## src/rx_recovery_pkg.sv

```systemverilog
/*
 * Shared types and constants of the serial receive front end.
 * Assumes a single system clock domain and no software register map.
 */
package rx_recovery_pkg;

	// ----------------------------------------------------------------
	// Oversampling and voting
	// ----------------------------------------------------------------
	localparam logic [4:0] SAMPLES_NORMAL    = 5'h10;
	localparam logic [4:0] SAMPLES_DOUBLE    = 5'h08;
	localparam logic [4:0] VOTE_FIRST_NORMAL = 5'h08;
	localparam logic [4:0] VOTE_FIRST_DOUBLE = 5'h04;
	localparam logic [4:0] VOTE_SPAN         = 5'h02;

	// ----------------------------------------------------------------
	// Frame format
	// ----------------------------------------------------------------
	localparam logic [3:0] FRAME_BITS_MIN = 4'h5;
	localparam logic [3:0] FRAME_BITS_MAX = 4'hA;
	localparam int         FRAME_BITS_W   = 10;

	// ----------------------------------------------------------------
	// Divider, buffer and reset values
	// ----------------------------------------------------------------
	localparam int          DIVISOR_W     = 12;
	localparam logic [11:0] DIVISOR_RESET = 12'h000;
	localparam logic        LINE_IDLE     = 1'b1;
	localparam int          FIFO_DEPTH    = 8;

	typedef enum logic [1:0] {
		ST_IDLE  = 2'b00,
		ST_HUNT  = 2'b01,
		ST_START = 2'b10,
		ST_DATA  = 2'b11
	} rx_state_t;

	typedef struct packed {
		logic [FRAME_BITS_W-1:0] bits;
		logic                    frame_error_flag;
	} frame_t;

	localparam int FRAME_W = $bits(frame_t);

endpackage

```

## src/rx_frame_fifo.sv

```systemverilog
/*
 * Flip-flop FIFO with valid/ready on both sides and a synchronous flush.
 * Assumes the writer honours in_ready and the reader honours out_valid.
 */
module rx_frame_fifo #(
	parameter int WIDTH = 11,
	parameter int DEPTH = 8
) (
	input  wire logic             clk,
	input  wire logic             arst_n,
	input  wire logic             flush,
	input  wire logic             in_valid,
	output logic                  in_ready,
	input  wire logic [WIDTH-1:0] in_data,
	output logic                  out_valid,
	input  wire logic             out_ready,
	output logic      [WIDTH-1:0] out_data
);

	localparam int PW = $clog2(DEPTH);

	logic [WIDTH-1:0] mem_r [DEPTH];
	logic [PW-1:0]    wr_r;
	logic [PW-1:0]    rd_r;
	logic [PW:0]      count_r;
	logic             push_w;
	logic             pop_w;

	assign in_ready  = (count_r != (PW+1)'(DEPTH));
	assign out_valid = (count_r != '0);
	assign out_data  = mem_r[rd_r];
	assign push_w    = in_valid && in_ready;
	assign pop_w     = out_valid && out_ready;

	// ----------------------------------------------------------------
	// Storage and pointers
	// ----------------------------------------------------------------
	always_ff @(posedge clk) begin
		if (push_w)
			mem_r[wr_r] <= in_data;
	end

	always_ff @(posedge clk or negedge arst_n) begin
		if (!arst_n) begin
			wr_r    <= '0;
			rd_r    <= '0;
			count_r <= '0;
		end else if (flush) begin
			wr_r    <= '0;
			rd_r    <= '0;
			count_r <= '0;
		end else begin
			if (push_w)
				wr_r <= (wr_r == PW'(DEPTH-1)) ? '0 : wr_r + PW'(1);
			if (pop_w)
				rd_r <= (rd_r == PW'(DEPTH-1)) ? '0 : rd_r + PW'(1);
			count_r <= count_r + (PW+1)'(push_w) - (PW+1)'(pop_w);
		end
	end
endmodule

```

## src/uart_rx_recovery.sv

```systemverilog
/*
 * Receive clock and data recovery: synchroniser, oversampling divider,
 * start-bit qualification, majority-vote bit recovery and frame buffer.
 * Assumes a remote asynchronous transmitter on RXD, a static frame
 * format while enabled, and a consumer draining the OUT_* stream.
 */
// Overview of operation
// The line is sampled at sixteen ticks per bit, or eight in double speed.
// A high-to-low edge from idle starts qualification and its first low sample is number one.
// The start bit is judged by majority over samples 8-10, or 4-6 in double speed.
// A start bit voted high is dropped as noise and the edge search resumes.
// A qualified start bit realigns the sample counter and data recovery begins, every frame.
// Each bit walks a sample counter of sixteen states, or eight in double speed; the code ends the stop bit at its last voting sample instead.
// Data, parity and stop bits are decided from the three centre samples.
// Two or three high samples give one, two or three low samples give zero.
// Recovery ends with the first stop bit and later stop bits are ignored.
// A first stop bit voted low sets the frame error flag of that frame.
// A new start edge is accepted from the second tick after the last stop-bit voting sample, once a high line has been seen.
// The data-plus-parity count may be anything from five to ten bits.
// The remote transmitter must keep its bit rate inside the receiver tolerance window.
// Double speed divides by eight instead of sixteen, doubling the bit rate.
// Clearing the receiver enable abandons any frame at once.
// The serial input is synchronised to the system clock before any use.
// After any frame end the receiver waits for a high line before hunting an edge.
module uart_rx_recovery (
	input  wire logic                   CLK,
	input  wire logic                   ARST_N,
	input  wire logic                   RXD,
	input  wire logic                   RECEIVER_ENABLE_BIT,
	input  wire logic                   DOUBLE_SPEED_SELECT,
	input  wire logic [11:0]            BAUD_DIVISOR_VALUE,
	input  wire logic [3:0]             FRAME_BITS,
	output logic                        RX_ACTIVE,
	output logic                        OUT_VALID,
	input  wire logic                   OUT_READY,
	output rx_recovery_pkg::frame_t     OUT_DATA
);

	// ----------------------------------------------------------------
	// Helpers
	// ----------------------------------------------------------------
	function automatic logic maj3(input logic [2:0] s);
		return (s[0] & s[1]) | (s[0] & s[2]) | (s[1] & s[2]);
	endfunction

	function automatic logic [3:0] clamp_len(input logic [3:0] n);
		if (n < rx_recovery_pkg::FRAME_BITS_MIN)
			return rx_recovery_pkg::FRAME_BITS_MIN;
		if (n > rx_recovery_pkg::FRAME_BITS_MAX)
			return rx_recovery_pkg::FRAME_BITS_MAX;
		return n;
	endfunction

	// ----------------------------------------------------------------
	// Declarations
	// ----------------------------------------------------------------
	logic                       s1_r;
	logic                       s2_r;
	logic                       s3_r;
	logic                       line_r;
	logic [11:0]                div_r;
	logic [11:0]                div_nxt;
	logic                       tick_w;
	rx_recovery_pkg::rx_state_t state_r;
	rx_recovery_pkg::rx_state_t state_nxt;
	logic [4:0]                 samp_r;
	logic [4:0]                 samp_nxt;
	logic [3:0]                 bit_r;
	logic [3:0]                 bit_nxt;
	logic [1:0]                 vote_r;
	logic [1:0]                 vote_nxt;
	logic [9:0]                 bits_r;
	logic [9:0]                 bits_nxt;
	logic                       push_r;
	logic                       push_nxt;
	rx_recovery_pkg::frame_t    pdata_r;
	rx_recovery_pkg::frame_t    pdata_nxt;
	logic [4:0]                 spb_w;
	logic [4:0]                 first_w;
	logic [4:0]                 last_w;
	logic [4:0]                 cnt_w;
	logic                       in_win_w;
	logic                       voted_w;
	logic [3:0]                 len_w;
	logic                       fifo_ready_w;
	logic [rx_recovery_pkg::FRAME_W-1:0] fifo_out_w;

	// ----------------------------------------------------------------
	// Input synchroniser
	// ----------------------------------------------------------------
	always_ff @(posedge CLK or negedge ARST_N) begin
		if (!ARST_N) begin
			s1_r   <= rx_recovery_pkg::LINE_IDLE;
			s2_r   <= rx_recovery_pkg::LINE_IDLE;
			s3_r   <= rx_recovery_pkg::LINE_IDLE;
			line_r <= rx_recovery_pkg::LINE_IDLE;
		end else begin
			s1_r <= RXD;
			s2_r <= s1_r;
			s3_r <= s2_r;
			if (s2_r == s3_r)
				line_r <= s3_r;
		end
	end

	// ----------------------------------------------------------------
	// Oversampling divider
	// ----------------------------------------------------------------
	assign tick_w  = RECEIVER_ENABLE_BIT && (div_r == 12'h000);
	assign div_nxt = (!RECEIVER_ENABLE_BIT || div_r == 12'h000) ?
		BAUD_DIVISOR_VALUE : div_r - 12'h001;

	always_ff @(posedge CLK or negedge ARST_N) begin
		if (!ARST_N)
			div_r <= rx_recovery_pkg::DIVISOR_RESET;
		else
			div_r <= div_nxt;
	end

	// ----------------------------------------------------------------
	// Sample decode
	// ----------------------------------------------------------------
	assign spb_w    = DOUBLE_SPEED_SELECT ? rx_recovery_pkg::SAMPLES_DOUBLE :
		rx_recovery_pkg::SAMPLES_NORMAL;
	assign first_w  = DOUBLE_SPEED_SELECT ? rx_recovery_pkg::VOTE_FIRST_DOUBLE :
		rx_recovery_pkg::VOTE_FIRST_NORMAL;
	assign last_w   = first_w + rx_recovery_pkg::VOTE_SPAN;
	assign cnt_w    = samp_r + 5'h01;
	assign in_win_w = (cnt_w >= first_w) && (cnt_w <= last_w);
	assign voted_w  = maj3({vote_r, line_r});
	assign len_w    = clamp_len(FRAME_BITS);

	// ----------------------------------------------------------------
	// Recovery state machine
	// ----------------------------------------------------------------
	always_comb begin
		state_nxt = state_r;
		samp_nxt  = samp_r;
		bit_nxt   = bit_r;
		vote_nxt  = vote_r;
		bits_nxt  = bits_r;
		push_nxt  = 1'b0;
		pdata_nxt = pdata_r;
		if (!RECEIVER_ENABLE_BIT) begin
			state_nxt = rx_recovery_pkg::ST_IDLE;
		end else if (tick_w) begin
			case (state_r)
			rx_recovery_pkg::ST_IDLE: begin
				if (line_r)
					state_nxt = rx_recovery_pkg::ST_HUNT;
			end
			rx_recovery_pkg::ST_HUNT: begin
				// A full buffer holds off new frames
				if (!line_r && fifo_ready_w) begin
					state_nxt = rx_recovery_pkg::ST_START;
					samp_nxt  = 5'h01;
					bit_nxt   = 4'h0;
					bits_nxt  = 10'h000;
				end
			end
			rx_recovery_pkg::ST_START: begin
				samp_nxt = cnt_w;
				if (in_win_w)
					vote_nxt = {vote_r[0], line_r};
				if (cnt_w == last_w && voted_w) begin
					state_nxt = rx_recovery_pkg::ST_IDLE;
				end else if (cnt_w == spb_w) begin
					state_nxt = rx_recovery_pkg::ST_DATA;
					samp_nxt  = 5'h00;
					bit_nxt   = 4'h0;
				end
			end
			rx_recovery_pkg::ST_DATA: begin
				samp_nxt = cnt_w;
				if (in_win_w)
					vote_nxt = {vote_r[0], line_r};
				if (cnt_w == last_w) begin
					if (bit_r == len_w) begin
						state_nxt = rx_recovery_pkg::ST_IDLE;
						push_nxt  = 1'b1;
						pdata_nxt = '{bits: bits_r, frame_error_flag: !voted_w};
					end else begin
						bits_nxt[bit_r] = voted_w;
					end
				end
				if (cnt_w == spb_w) begin
					samp_nxt = 5'h00;
					bit_nxt  = bit_r + 4'h1;
				end
			end
			default: state_nxt = rx_recovery_pkg::ST_IDLE;
			endcase
		end
	end

	always_ff @(posedge CLK or negedge ARST_N) begin
		if (!ARST_N) begin
			state_r <= rx_recovery_pkg::ST_IDLE;
			samp_r  <= 5'h00;
			bit_r   <= 4'h0;
			vote_r  <= 2'h0;
			bits_r  <= 10'h000;
			push_r  <= 1'b0;
			pdata_r <= '0;
		end else begin
			state_r <= state_nxt;
			samp_r  <= samp_nxt;
			bit_r   <= bit_nxt;
			vote_r  <= vote_nxt;
			bits_r  <= bits_nxt;
			push_r  <= push_nxt;
			pdata_r <= pdata_nxt;
		end
	end

	assign RX_ACTIVE = (state_r == rx_recovery_pkg::ST_START) ||
		(state_r == rx_recovery_pkg::ST_DATA);

	// ----------------------------------------------------------------
	// Frame buffer
	// ----------------------------------------------------------------
	rx_frame_fifo #(
		.WIDTH (rx_recovery_pkg::FRAME_W),
		.DEPTH (rx_recovery_pkg::FIFO_DEPTH)
	) u_fifo (
		.clk       (CLK),
		.arst_n    (ARST_N),
		.flush     (!RECEIVER_ENABLE_BIT),
		.in_valid  (push_r),
		.in_ready  (fifo_ready_w),
		.in_data   (pdata_r),
		.out_valid (OUT_VALID),
		.out_ready (OUT_READY),
		.out_data  (fifo_out_w)
	);

	assign OUT_DATA = rx_recovery_pkg::frame_t'(fifo_out_w);
endmodule

```

## config.mk

```make
export PLATFORM = sky130hd
export DESIGN_NAME = uart_rx_recovery
export DESIGN_NICKNAME = d
export VERILOG_FILES = /design/src/rx_recovery_pkg.sv /design/src/rx_frame_fifo.sv /design/src/uart_rx_recovery.sv
export SDC_FILE = /design/constraint.sdc
export NUM_CORES = 1
export LEC_CHECK = 0
export BUFFER_PORTS_ARGS = -buffer_cell sky130_fd_sc_hd__buf_2
export CAP_MARGIN = 0
export CORE_MARGIN = 10
export CORE_UTILIZATION = 61
export DETAILED_ROUTE_END_ITERATION = 6
export PLACE_DENSITY = 0.78
export SLEW_MARGIN = 10
export SYNTH_ARGS = -nofsm -noshare
export SYNTH_HDL_FRONTEND = slang
export SYNTH_SLANG_ARGS = --single-unit
export TNS_END_PERCENT = 50
```

## constraint.sdc

```tcl
create_clock -name CLK -period 3.8 [get_ports CLK]
set_clock_uncertainty 0.1 [all_clocks]
set_input_delay 0.76 -clock CLK [delete_from_list [all_inputs] [get_ports CLK]]
set_output_delay 0.76 -clock CLK [all_outputs]
set_load 0.01 [all_outputs]
```

# Word level (Yosys, flattened, before mapping)
# Memory sizes are Yosys's and may differ from the RTL's.
# Cells that the tools add are included.
[classes]
add_sub_neg = 8
n_lt_le_gt_ge = 6
eq_ne = 24
n_mux = 49
n_bitwise = 5
n_reduce_logical = 24
[ops]
columns = ["op", "count"]
rows = [
  ["4-bit two-way mux", 10],
  ["10-bit two-way mux", 3],
  ["5-bit two-way mux", 4],
  ["10-bit case mux with 2 select lines", 1],
  ["3-bit two-way mux", 6],
  ["2-bit two-way mux", 8],
  ["5-bit case mux with 3 select lines", 1],
  ["12-bit logical NOT", 1],
  ["12-bit two-way mux", 1],
  ["2-bit inequality test (second input constant)", 6],
  ["3-bit inequality test (second input constant)", 4],
  ["4-bit case mux with 3 select lines", 1],
  ["6-bit AND reduction", 2],
  ["12-bit by 1-bit subtractor with 12-bit output (second input constant)", 1],
  ["1-bit two-way mux", 11],
  ["10-bit bitwise mux", 1],
  ["5-bit == test", 2],
  ["4-bit inequality test (second input constant)", 2],
  ["2-bit case mux with 4 select lines", 1],
  ["4-bit AND reduction", 2],
  ["1-bit logical AND", 7],
  ["7-bit AND reduction", 1],
  ["3-bit by 1-bit adder with 3-bit output (second input constant)", 2],
  ["3-bit == test (second input constant)", 2],
  ["other kinds (27)", 36],
]
[totals]
reg_bits = 61
ramBits = 88
n_memories = 1
[memory_table]
columns = ["name", "words", "width", "read_ports", "rd_ports_with_merged_regs", "wr", "line", "source"]
rows = [
  ["u_fifo.mem_r", 8, 11, 1, 0, 1, "rx_frame_fifo.sv:22", "logic [WIDTH-1:0] mem_r [DEPTH];"],
]

# Longest topological paths before layout
# Gate-level depths: netlist (run 1).
[logic_depth]
depth_word = 11
ltp_mapped = 12
mapped_depth_nobuf = 12

# By module
# A second synthesis (run 1) with hierarchy kept.
[hier_totals]
hier_cells = 506
area_unflattened_um2 = 6984.2
[by_module_without_submodules]
columns = ["mod", "instances", "cells_per_inst", "area_each_um2", "seq_area_each_um2"]
rows = [
  ["rx_frame_fifo", 1, 202, 4071.4, 2892.8],
  ["uart_rx_recovery", 1, 304, 2912.8, 1281.2],
]

# Least setup slack after synthesis (run 1)
# Ideal clock, no wire load.
[synth_path]
path_type = "register to output"
startpoint = "register u_fifo.rd_r[0]"
endpoint = "output OUT_DATA[0] (netlist bit)"
t_arrival_ns = 2.030
required_ns = 2.940
path_slack_ns = 0.910
path_stages_with_launch = 5
n_path_buf = 2
path_cell_list = "dfrtp_1 -> clkbuf_1 -> buf_1 -> mux4_2 -> mux2_2"
[synth_rtl]
columns = ["item", "line", "source"]
rows = [
  ["start: declaration", "rx_frame_fifo.sv:24", "logic [PW-1:0] rd_r;"],
  ["start signal: assignment", "rx_frame_fifo.sv:56", "rd_r <= (rd_r == PW'(DEPTH-1)) ? '0 : rd_r + PW'(1);"],
  ["end: declaration", "uart_rx_recovery.sv:36", "output rx_recovery_pkg::frame_t OUT_DATA"],
]

==> flow_summary.yaml, run 1 <==
logic_synthesis:
  synthTopCellsByArea: "edfxtp_1 39%, dfrtp_1 21%, mux4_2 7.3%"
  synthesis.area_mm2: 0.006744
  postSynthAreaPerCell_um2: 13.93
  yosysTopAreaCell: "edfxtp_1"
  yosysWarnings: 0
  yosysSeqAreaShare: 0.6189
  async_reset_ff_frac: 0.4094
  synthFlopType: "edfxtp_1"
  synthMostInstantiatedCell: "edfxtp_1"
  synth-seq-cells: 149
  synth_edf_count: 88
  yosys.cell_types.count: 63
  synthTopCellsByCount: "88 x edfxtp_1, 57 x dfrtp_1, 46 x nand2_1, 25 x o21ai_0, 23 x mux2_2"
  netlist_instances: 484
  syn-num-nets: 526
  synth_top_cell_area_share: 0.3918
clock_tree:
  cts.path.max_buffers: 2
  root_buffer: "clkbuf_8"
  clk_pin_slew_ns: 0.06
  cts-hold-fix-buffers: 0
  clk_latency_ns: 0.52
  cts.sinks: 149
  htreeDepth: 4
  cts_made_buffers: 17
  cts_setup_buffers: 0
  cts_tree: "yes"
  cts_resized: 0
timing:
  rsz0062_at_grt: "false"
  period_needed_ns: 3.159
  max_slew.worst_pin.slew_ns: 0.9443
  drv_slew: 0
  setup_violations: 0
  hold_viol: 0
  hold_slack_ns: 0.1333
  clock.fmax_ghz: 0.3166
  finalCritPeriodShare: 0.8313
  tns_ns: 0
  maxSlewHeadroom: 0.3657
route:
  drt_pass1_iterations: 5
  drt_iter0_markers: 381
  vias: 4068
  wl_mm: 13.30
  drtAntennaViolNets: 0
  wire_per_inst_um: 19.48
  drc: 0
  routed_via_density: 5.956
place:
  io_buffers: 34
  hpwl_mm: 8.473
  dpl_cell_area_mm2: 0.007098
  gp_congestion: 0.8546
finish:
  diodes: 0
  area_delta_synth_final_pct: 14.47
  drive_gt1_frac: 0.2652
  nFillCells: 718
  fin_area_mm2: 0.007720
  nets: 572
floorplan:
  core_area_mm2: 0.01084
  die-height_um: 125.1
  io_pins: 35
  die_area_mm2: 0.01566
  initial_core_util: 0.6221
  fp-row-count: 38
  fp.dieW_um: 125.1
global_routing:
  antenna_found_initial: 0
  grt_pass1_vias: 4269
  grt_max_degree: 28
  track_usage: 0.1760
  grt_pass1_wl_mm: 22.03
  overflow: 0
worst_setup_path:
  crit_end: "OUT_DATA[2]"
  cp_cell_sequence: "buf_4 -> mux4_2 -> mux2_2 -> buf_2"
  critPathRequiredTime_ns: 2.94
  critPathMaxFanout: 25
  cp-startpoint: "u_fifo.rd_r[0]"
  r2r_slack_ns: 0.93
  r2r_end: "bits_r[4]"
  r2r-start: "div_r[0]"
  slowest_stage: "mux4_2"
  critPathBufInv: 2
  crit_family: "multiplexers"
  r2r_cells: 8
  start_kind: "flip-flop"
  max_stage_delay_ns: 0.61
  cp.arrival_ns: 2.30
  path_class: "flip-flop to primary output"
  cp.depth: 4
  worstSetupEndpointType: "primary output"
power_and_ir_drop:
  pwr_density_cell_mw_per_mm2: 510.7
  vdd_drop_max_mv: 0.3496
  total_power_w: 0.003943
  p_leak_nw: 2.856
flow_run:
  drv_cap: 0
hold_path:
  hp-class: "input port to async pin"
outcome:
  status: "finished, final reports clean"
[metal layers]
metal / vias to the layer above / track usage / wire length, um
met3: 14 / 0.04774 / 632
met4: 0 / 0.06911 / 210
met1: 2018 / 0.2057 / 5440
met2: 142 / 0.3024 / 7021
met5: - / 0 / 0
li1: 1894 / - / -
[worst min-delay path by stage]
stage / startpoint / to / slack (ns) / depth (start not counted)
final: ARST_N / vote_r[0] / 0.13 / 1
after global routing: ARST_N / vote_r[0] / 0.13 / 1
after CTS: ARST_N / vote_r[0] / 0.12 / 1
after detailed placement: s1_r / s2_r / 0.25 / 0
after global placement: s1_r / s2_r / 0.25 / 0
after floorplan: s1_r / s2_r / 0.25 / 0
[cells in the final DEF (no fill, tap or decap), types with 2 or more instances in the layout]
cell	count
a31o_2	3
inv_1	20
nand2_1	46
nor3b_1	3
maj3_1	2
o31ai_1	2
nand3_1	11
ha_1	19
clkbuf_16	16
nor3_1	14
o21ai_0	25
inv_6	4
buf_4	13
nand2b_1	7
a211o_1	2
nor2b_1	2
a21oi_1	22
a31oi_1	4
edfxtp_1	88
mux2_2	23
and2_1	6
buf_2	34
and3_1	5
mux4_2	22
nor4_4	2
nor2_1	21
inv_8	5
dfrtp_1	57
or2_2	2
bufinv_16	3
a21o_1	9
xor2_1	3
clkinv_4	3
dfstp_2	4
xnor2_1	10
[report_power, final]
part / switching, W / internal [W] / leakage, nW / total (W)
Clock: 0.000711 / 0.00103 / 0.307 / 0.00174
Combinational: 0.000231 / 0.000188 / 1.10 / 0.000419
Sequential: 0.0000328 / 0.00175 / 1.45 / 0.00178
[cell families after synthesis]
logic type / synth area share
adder cells (fa/ha/maj): 0.04119
XOR/XNOR: 0.02022
buffers and inverters: 0.02653
flip-flops: 0.6189
AND/OR/NAND/NOR: 0.1078
multiplexers: 0.1134
AO/OA/AOI/OAI: 0.07199
[per-stage QoR]
step | util | worst slack, ns | cells
final | 0.7121 | 0.6412 | 683
after global routing | 0.7121 | 0.5089 | 683
after CTS | 0.7121 | 0.5564 | 683
after detailed placement | 0.6548 | 0.9322 | 651
after global placement | 0.6548 | 1.007 | 651
after floorplan | - | 0.9101 | 484
[flip-flops by register name, indices dropped and copies added, names as in the netlist, 2 cells and up]
signal	count
u_fifo.mem_r	88
div_r	12
pdata_r	11
bits_r	10
samp_r	5
bit_r	4
u_fifo.count_r	4
u_fifo.rd_r	3
u_fifo.wr_r	3
state_r	2
vote_r	2
[cell type report]
type                       instances  area [um^2]  share of cell area
timing repair buffer              47        267.8             0.03468
tap                              140        175.2             0.02269
inverter                          20        75.07            0.009724
clock inverter                    15        207.7             0.02690
multi-input combinational        295         2406              0.3117
sequential                       149         4174              0.5407
clock buffer                      17        414.1             0.05365
Note: power is estimated with default switching activity, not from simulation.
==> run 2: changes to the inputs <==
--- a/config.mk
+++ b/config.mk
@@ -8,9 +8,9 @@
 export BUFFER_PORTS_ARGS = -buffer_cell sky130_fd_sc_hd__buf_2
 export CAP_MARGIN = 0
 export CORE_MARGIN = 10
-export CORE_UTILIZATION = 61
+export CORE_UTILIZATION = 55
 export DETAILED_ROUTE_END_ITERATION = 6
-export PLACE_DENSITY = 0.78
+export PLACE_DENSITY = 0.75
 export SLEW_MARGIN = 10
 export SYNTH_ARGS = -nofsm -noshare
 export SYNTH_HDL_FRONTEND = slang
==> constraint.sdc (replaced) <==
create_clock -name CLK -period 2.9 [get_ports CLK]
set_clock_uncertainty 0.1 [all_clocks]
set_input_delay 0.58 -clock CLK [delete_from_list [all_inputs] [get_ports CLK]]
set_output_delay 0.58 -clock CLK [all_outputs]
set_load 0.01 [all_outputs]
==> flow_summary.yaml, run 2 (synthesis gave the netlist of run 1 again) <==
worst_setup_path:
  critPathMaxFanout: 12
  cp-startpoint: "u_fifo.rd_r[0]"
  r2r_end: "bits_r[5]"
  slowest_stage: "dfrtp_1"
  r2r_cells: 8
  r2r_slack_ns: 0.17
  critPathRequiredTime_ns: 2.22
  cp.arrival_ns: 2.10
  cp_cell_sequence: "buf_12 -> mux4_2 -> mux2_2 -> buf_2"
  crit_end: "OUT_DATA[9]"
  path_class: "flip-flop to primary output"
  r2r-start: "samp_r[0]"
  worstSetupEndpointType: "primary output"
  max_stage_delay_ns: 0.54
  start_kind: "flip-flop"
route:
  routed_via_density: 5.749
  drt_iter0_markers: 262
  vias: 4007
  wire_per_inst_um: 18.10
  wl_mm: 12.62
  drt_pass1_iterations: 4
  drc: 0
  drtAntennaViolNets: 0
timing:
  hold_viol: 0
  drv_slew: 0
  finalCritPeriodShare: 0.9576
  clock.fmax_ghz: 0.3601
  tns_ns: 0
  period_needed_ns: 2.777
  rsz0062_at_grt: "false"
  setup_violations: 0
  maxSlewHeadroom: 0.1697
  max_slew.worst_pin.slew_ns: 1.241
floorplan:
  die-height_um: 130.7
  fp.dieW_um: 130.7
  die_area_mm2: 0.01709
  core_area_mm2: 0.01201
  io_pins: 35
  initial_core_util: 0.5615
  fp-row-count: 40
power_and_ir_drop:
  vdd_drop_max_mv: 0.3101
  internal-power_w: 0.003771
  p_sw_frac: 0.2399
  clkPwrFrac: 0.412
  sequentialPowerShare: 0.473
  power.switching_w: 0.001190
  p_leak_nw: 2.848
  pwr-share-comb: 0.116
  pwr_density_cell_mw_per_mm2: 640.1
finish:
  multi_input_area_mm2: 0.002417
  largest_reg_flops: 88
  most-common-layout-cells: "88 x edfxtp_1, 56 x dfrtp_1, 46 x nand2_1, 34 x buf_2, 24 x o21ai_0"
  final_common_cell: "edfxtp_1"
  nFillCells: 885
  area_delta_synth_final_pct: 14.94
  seqCellArea_mm2: 0.004175
  regMostFlops: "u_fifo.mem_r"
  reg_top3: "u_fifo.mem_r x88, div_r x12, pdata_r x11"
  finalNonFillerCells: 697
  diodes: 0
  nets: 579
  drive_gt1_frac: 0.2764
global_routing:
  antenna_found_initial: 0
  overflow: 0
  grt_pass1_wl_mm: 21.24
  grt_max_degree: 32
  track_usage: 0.1626
  grt_pass1_vias: 4197
place:
  placed_cells_incl_taps: 664
  gp_congestion: 0.8609
  hpwl_mm: 8.397
  io_buffers: 34
clock_tree:
  clk_pin_slew_ns: 0.06
  cts.sinks: 149
  cts-hold-fix-buffers: 0
  cts.path.max_buffers: 2
  cts_tree: "yes"
  cts_made_buffers: 17
  htreeDepth: 4
  clk_latency_ns: 0.42
  root_buffer: "clkbuf_16"
outcome:
  status: "finished, final reports clean"
flow_run:
  drv_cap: 0
hold_path:
  hp-class: "input port to async pin"
==> run 2: changes by cell type in the layout (fill, tap and decap cells not counted), moves of 2 or more <==
cell / before / now
buf_4: 13 / 18
clkinv_2: 0 / 2
bufinv_16: 3 / 1
clkbuf_1: 0 / 3
buf_12: 0 / 2
inv_6: 4 / 2
inv_8: 5 / 0
clkinvlp_4: 0 / 5
clkinv_4: 3 / 1
==> run 2: timing repair <==
| action | in CTS | in global routing |
|---|---|---|
| setup endpoints to repair | 0 | 7 |
| setup buffers | 0 | 1 |
| gates resized for setup | 0 | 5 |
==> run 2: worst min path at each step <==
stage            from        end  slack (ns)  depth (start not counted)
3_5_place_dp     s1_r       s2_r        0.25                          0
2_1_floorplan  ARST_N   bit_r[0]        0.18                          0
4_1_cts        ARST_N   bit_r[2]        0.09                          2
6_report       ARST_N   bit_r[2]        0.09                          2
3_3_place_gp     s1_r       s2_r        0.25                          0
5_1_grt        ARST_N  vote_r[0]        0.10                          2
==> run 2: cell type report <==
cell class / instances / share of cell area
clock buffer: 21 / 0.05811
clock inverter: 11 / 0.01340
inverter: 20 / 0.009685
multi-input combinational: 295 / 0.3119
sequential: 149 / 0.5387
tap: 147 / 0.02373
timing repair buffer: 54 / 0.04455
==> run 2: worst max-delay path, delay by kind of cell (launching register included) <==
| family | cells | cell delay, ns |
|---|---|---|
| mux | 2 | 0.78 |
| flops | 1 | 0.54 |
| buf+inv | 2 | 0.35 |
==> run 2: routing by layer <==
| layer | GRT usage | up-vias | part of all wire |
|---|---|---|---|
| met5 | 0 | - | 0 |
| met4 | 0.06213 | 0 | 0.016 |
| met3 | 0.04432 | 18 | 0.040 |
| met2 | 0.2649 | 92 | 0.51 |
| met1 | 0.2032 | 1983 | 0.44 |
| li1 | - | 1914 | - |
==> run 2: metrics by stage <==
step           power (W)  hold WS (ns)  instance area, um^2    util  setup slack (ns)
5_1_grt         0.005187        0.1021                 7751  0.6453          0.007096
2_1_floorplan   0.002786        0.1844                 6744       -            0.1699
4_1_cts         0.005015       0.09251                 7731  0.6436           0.08861
3_5_place_dp    0.002969        0.2478                 7177  0.5975            0.1285
6_report        0.004961       0.08863                 7751  0.6453            0.1228
3_3_place_gp    0.002950        0.2498                 7177  0.5975            0.2339
==> run 2: power by group through the flow <==
stage / registers (W) / logic (W) / clock network (W)
6_report: 0.00234 / 0.000575 / 0.00204
5_1_grt: 0.00235 / 0.000661 / 0.00217
4_1_cts: 0.00234 / 0.000589 / 0.00208
3_5_place_dp: 0.00239 / 0.000584 / 0
3_3_place_gp: 0.00238 / 0.000567 / 0
2_1_floorplan: 0.00236 / 0.000421 / 0
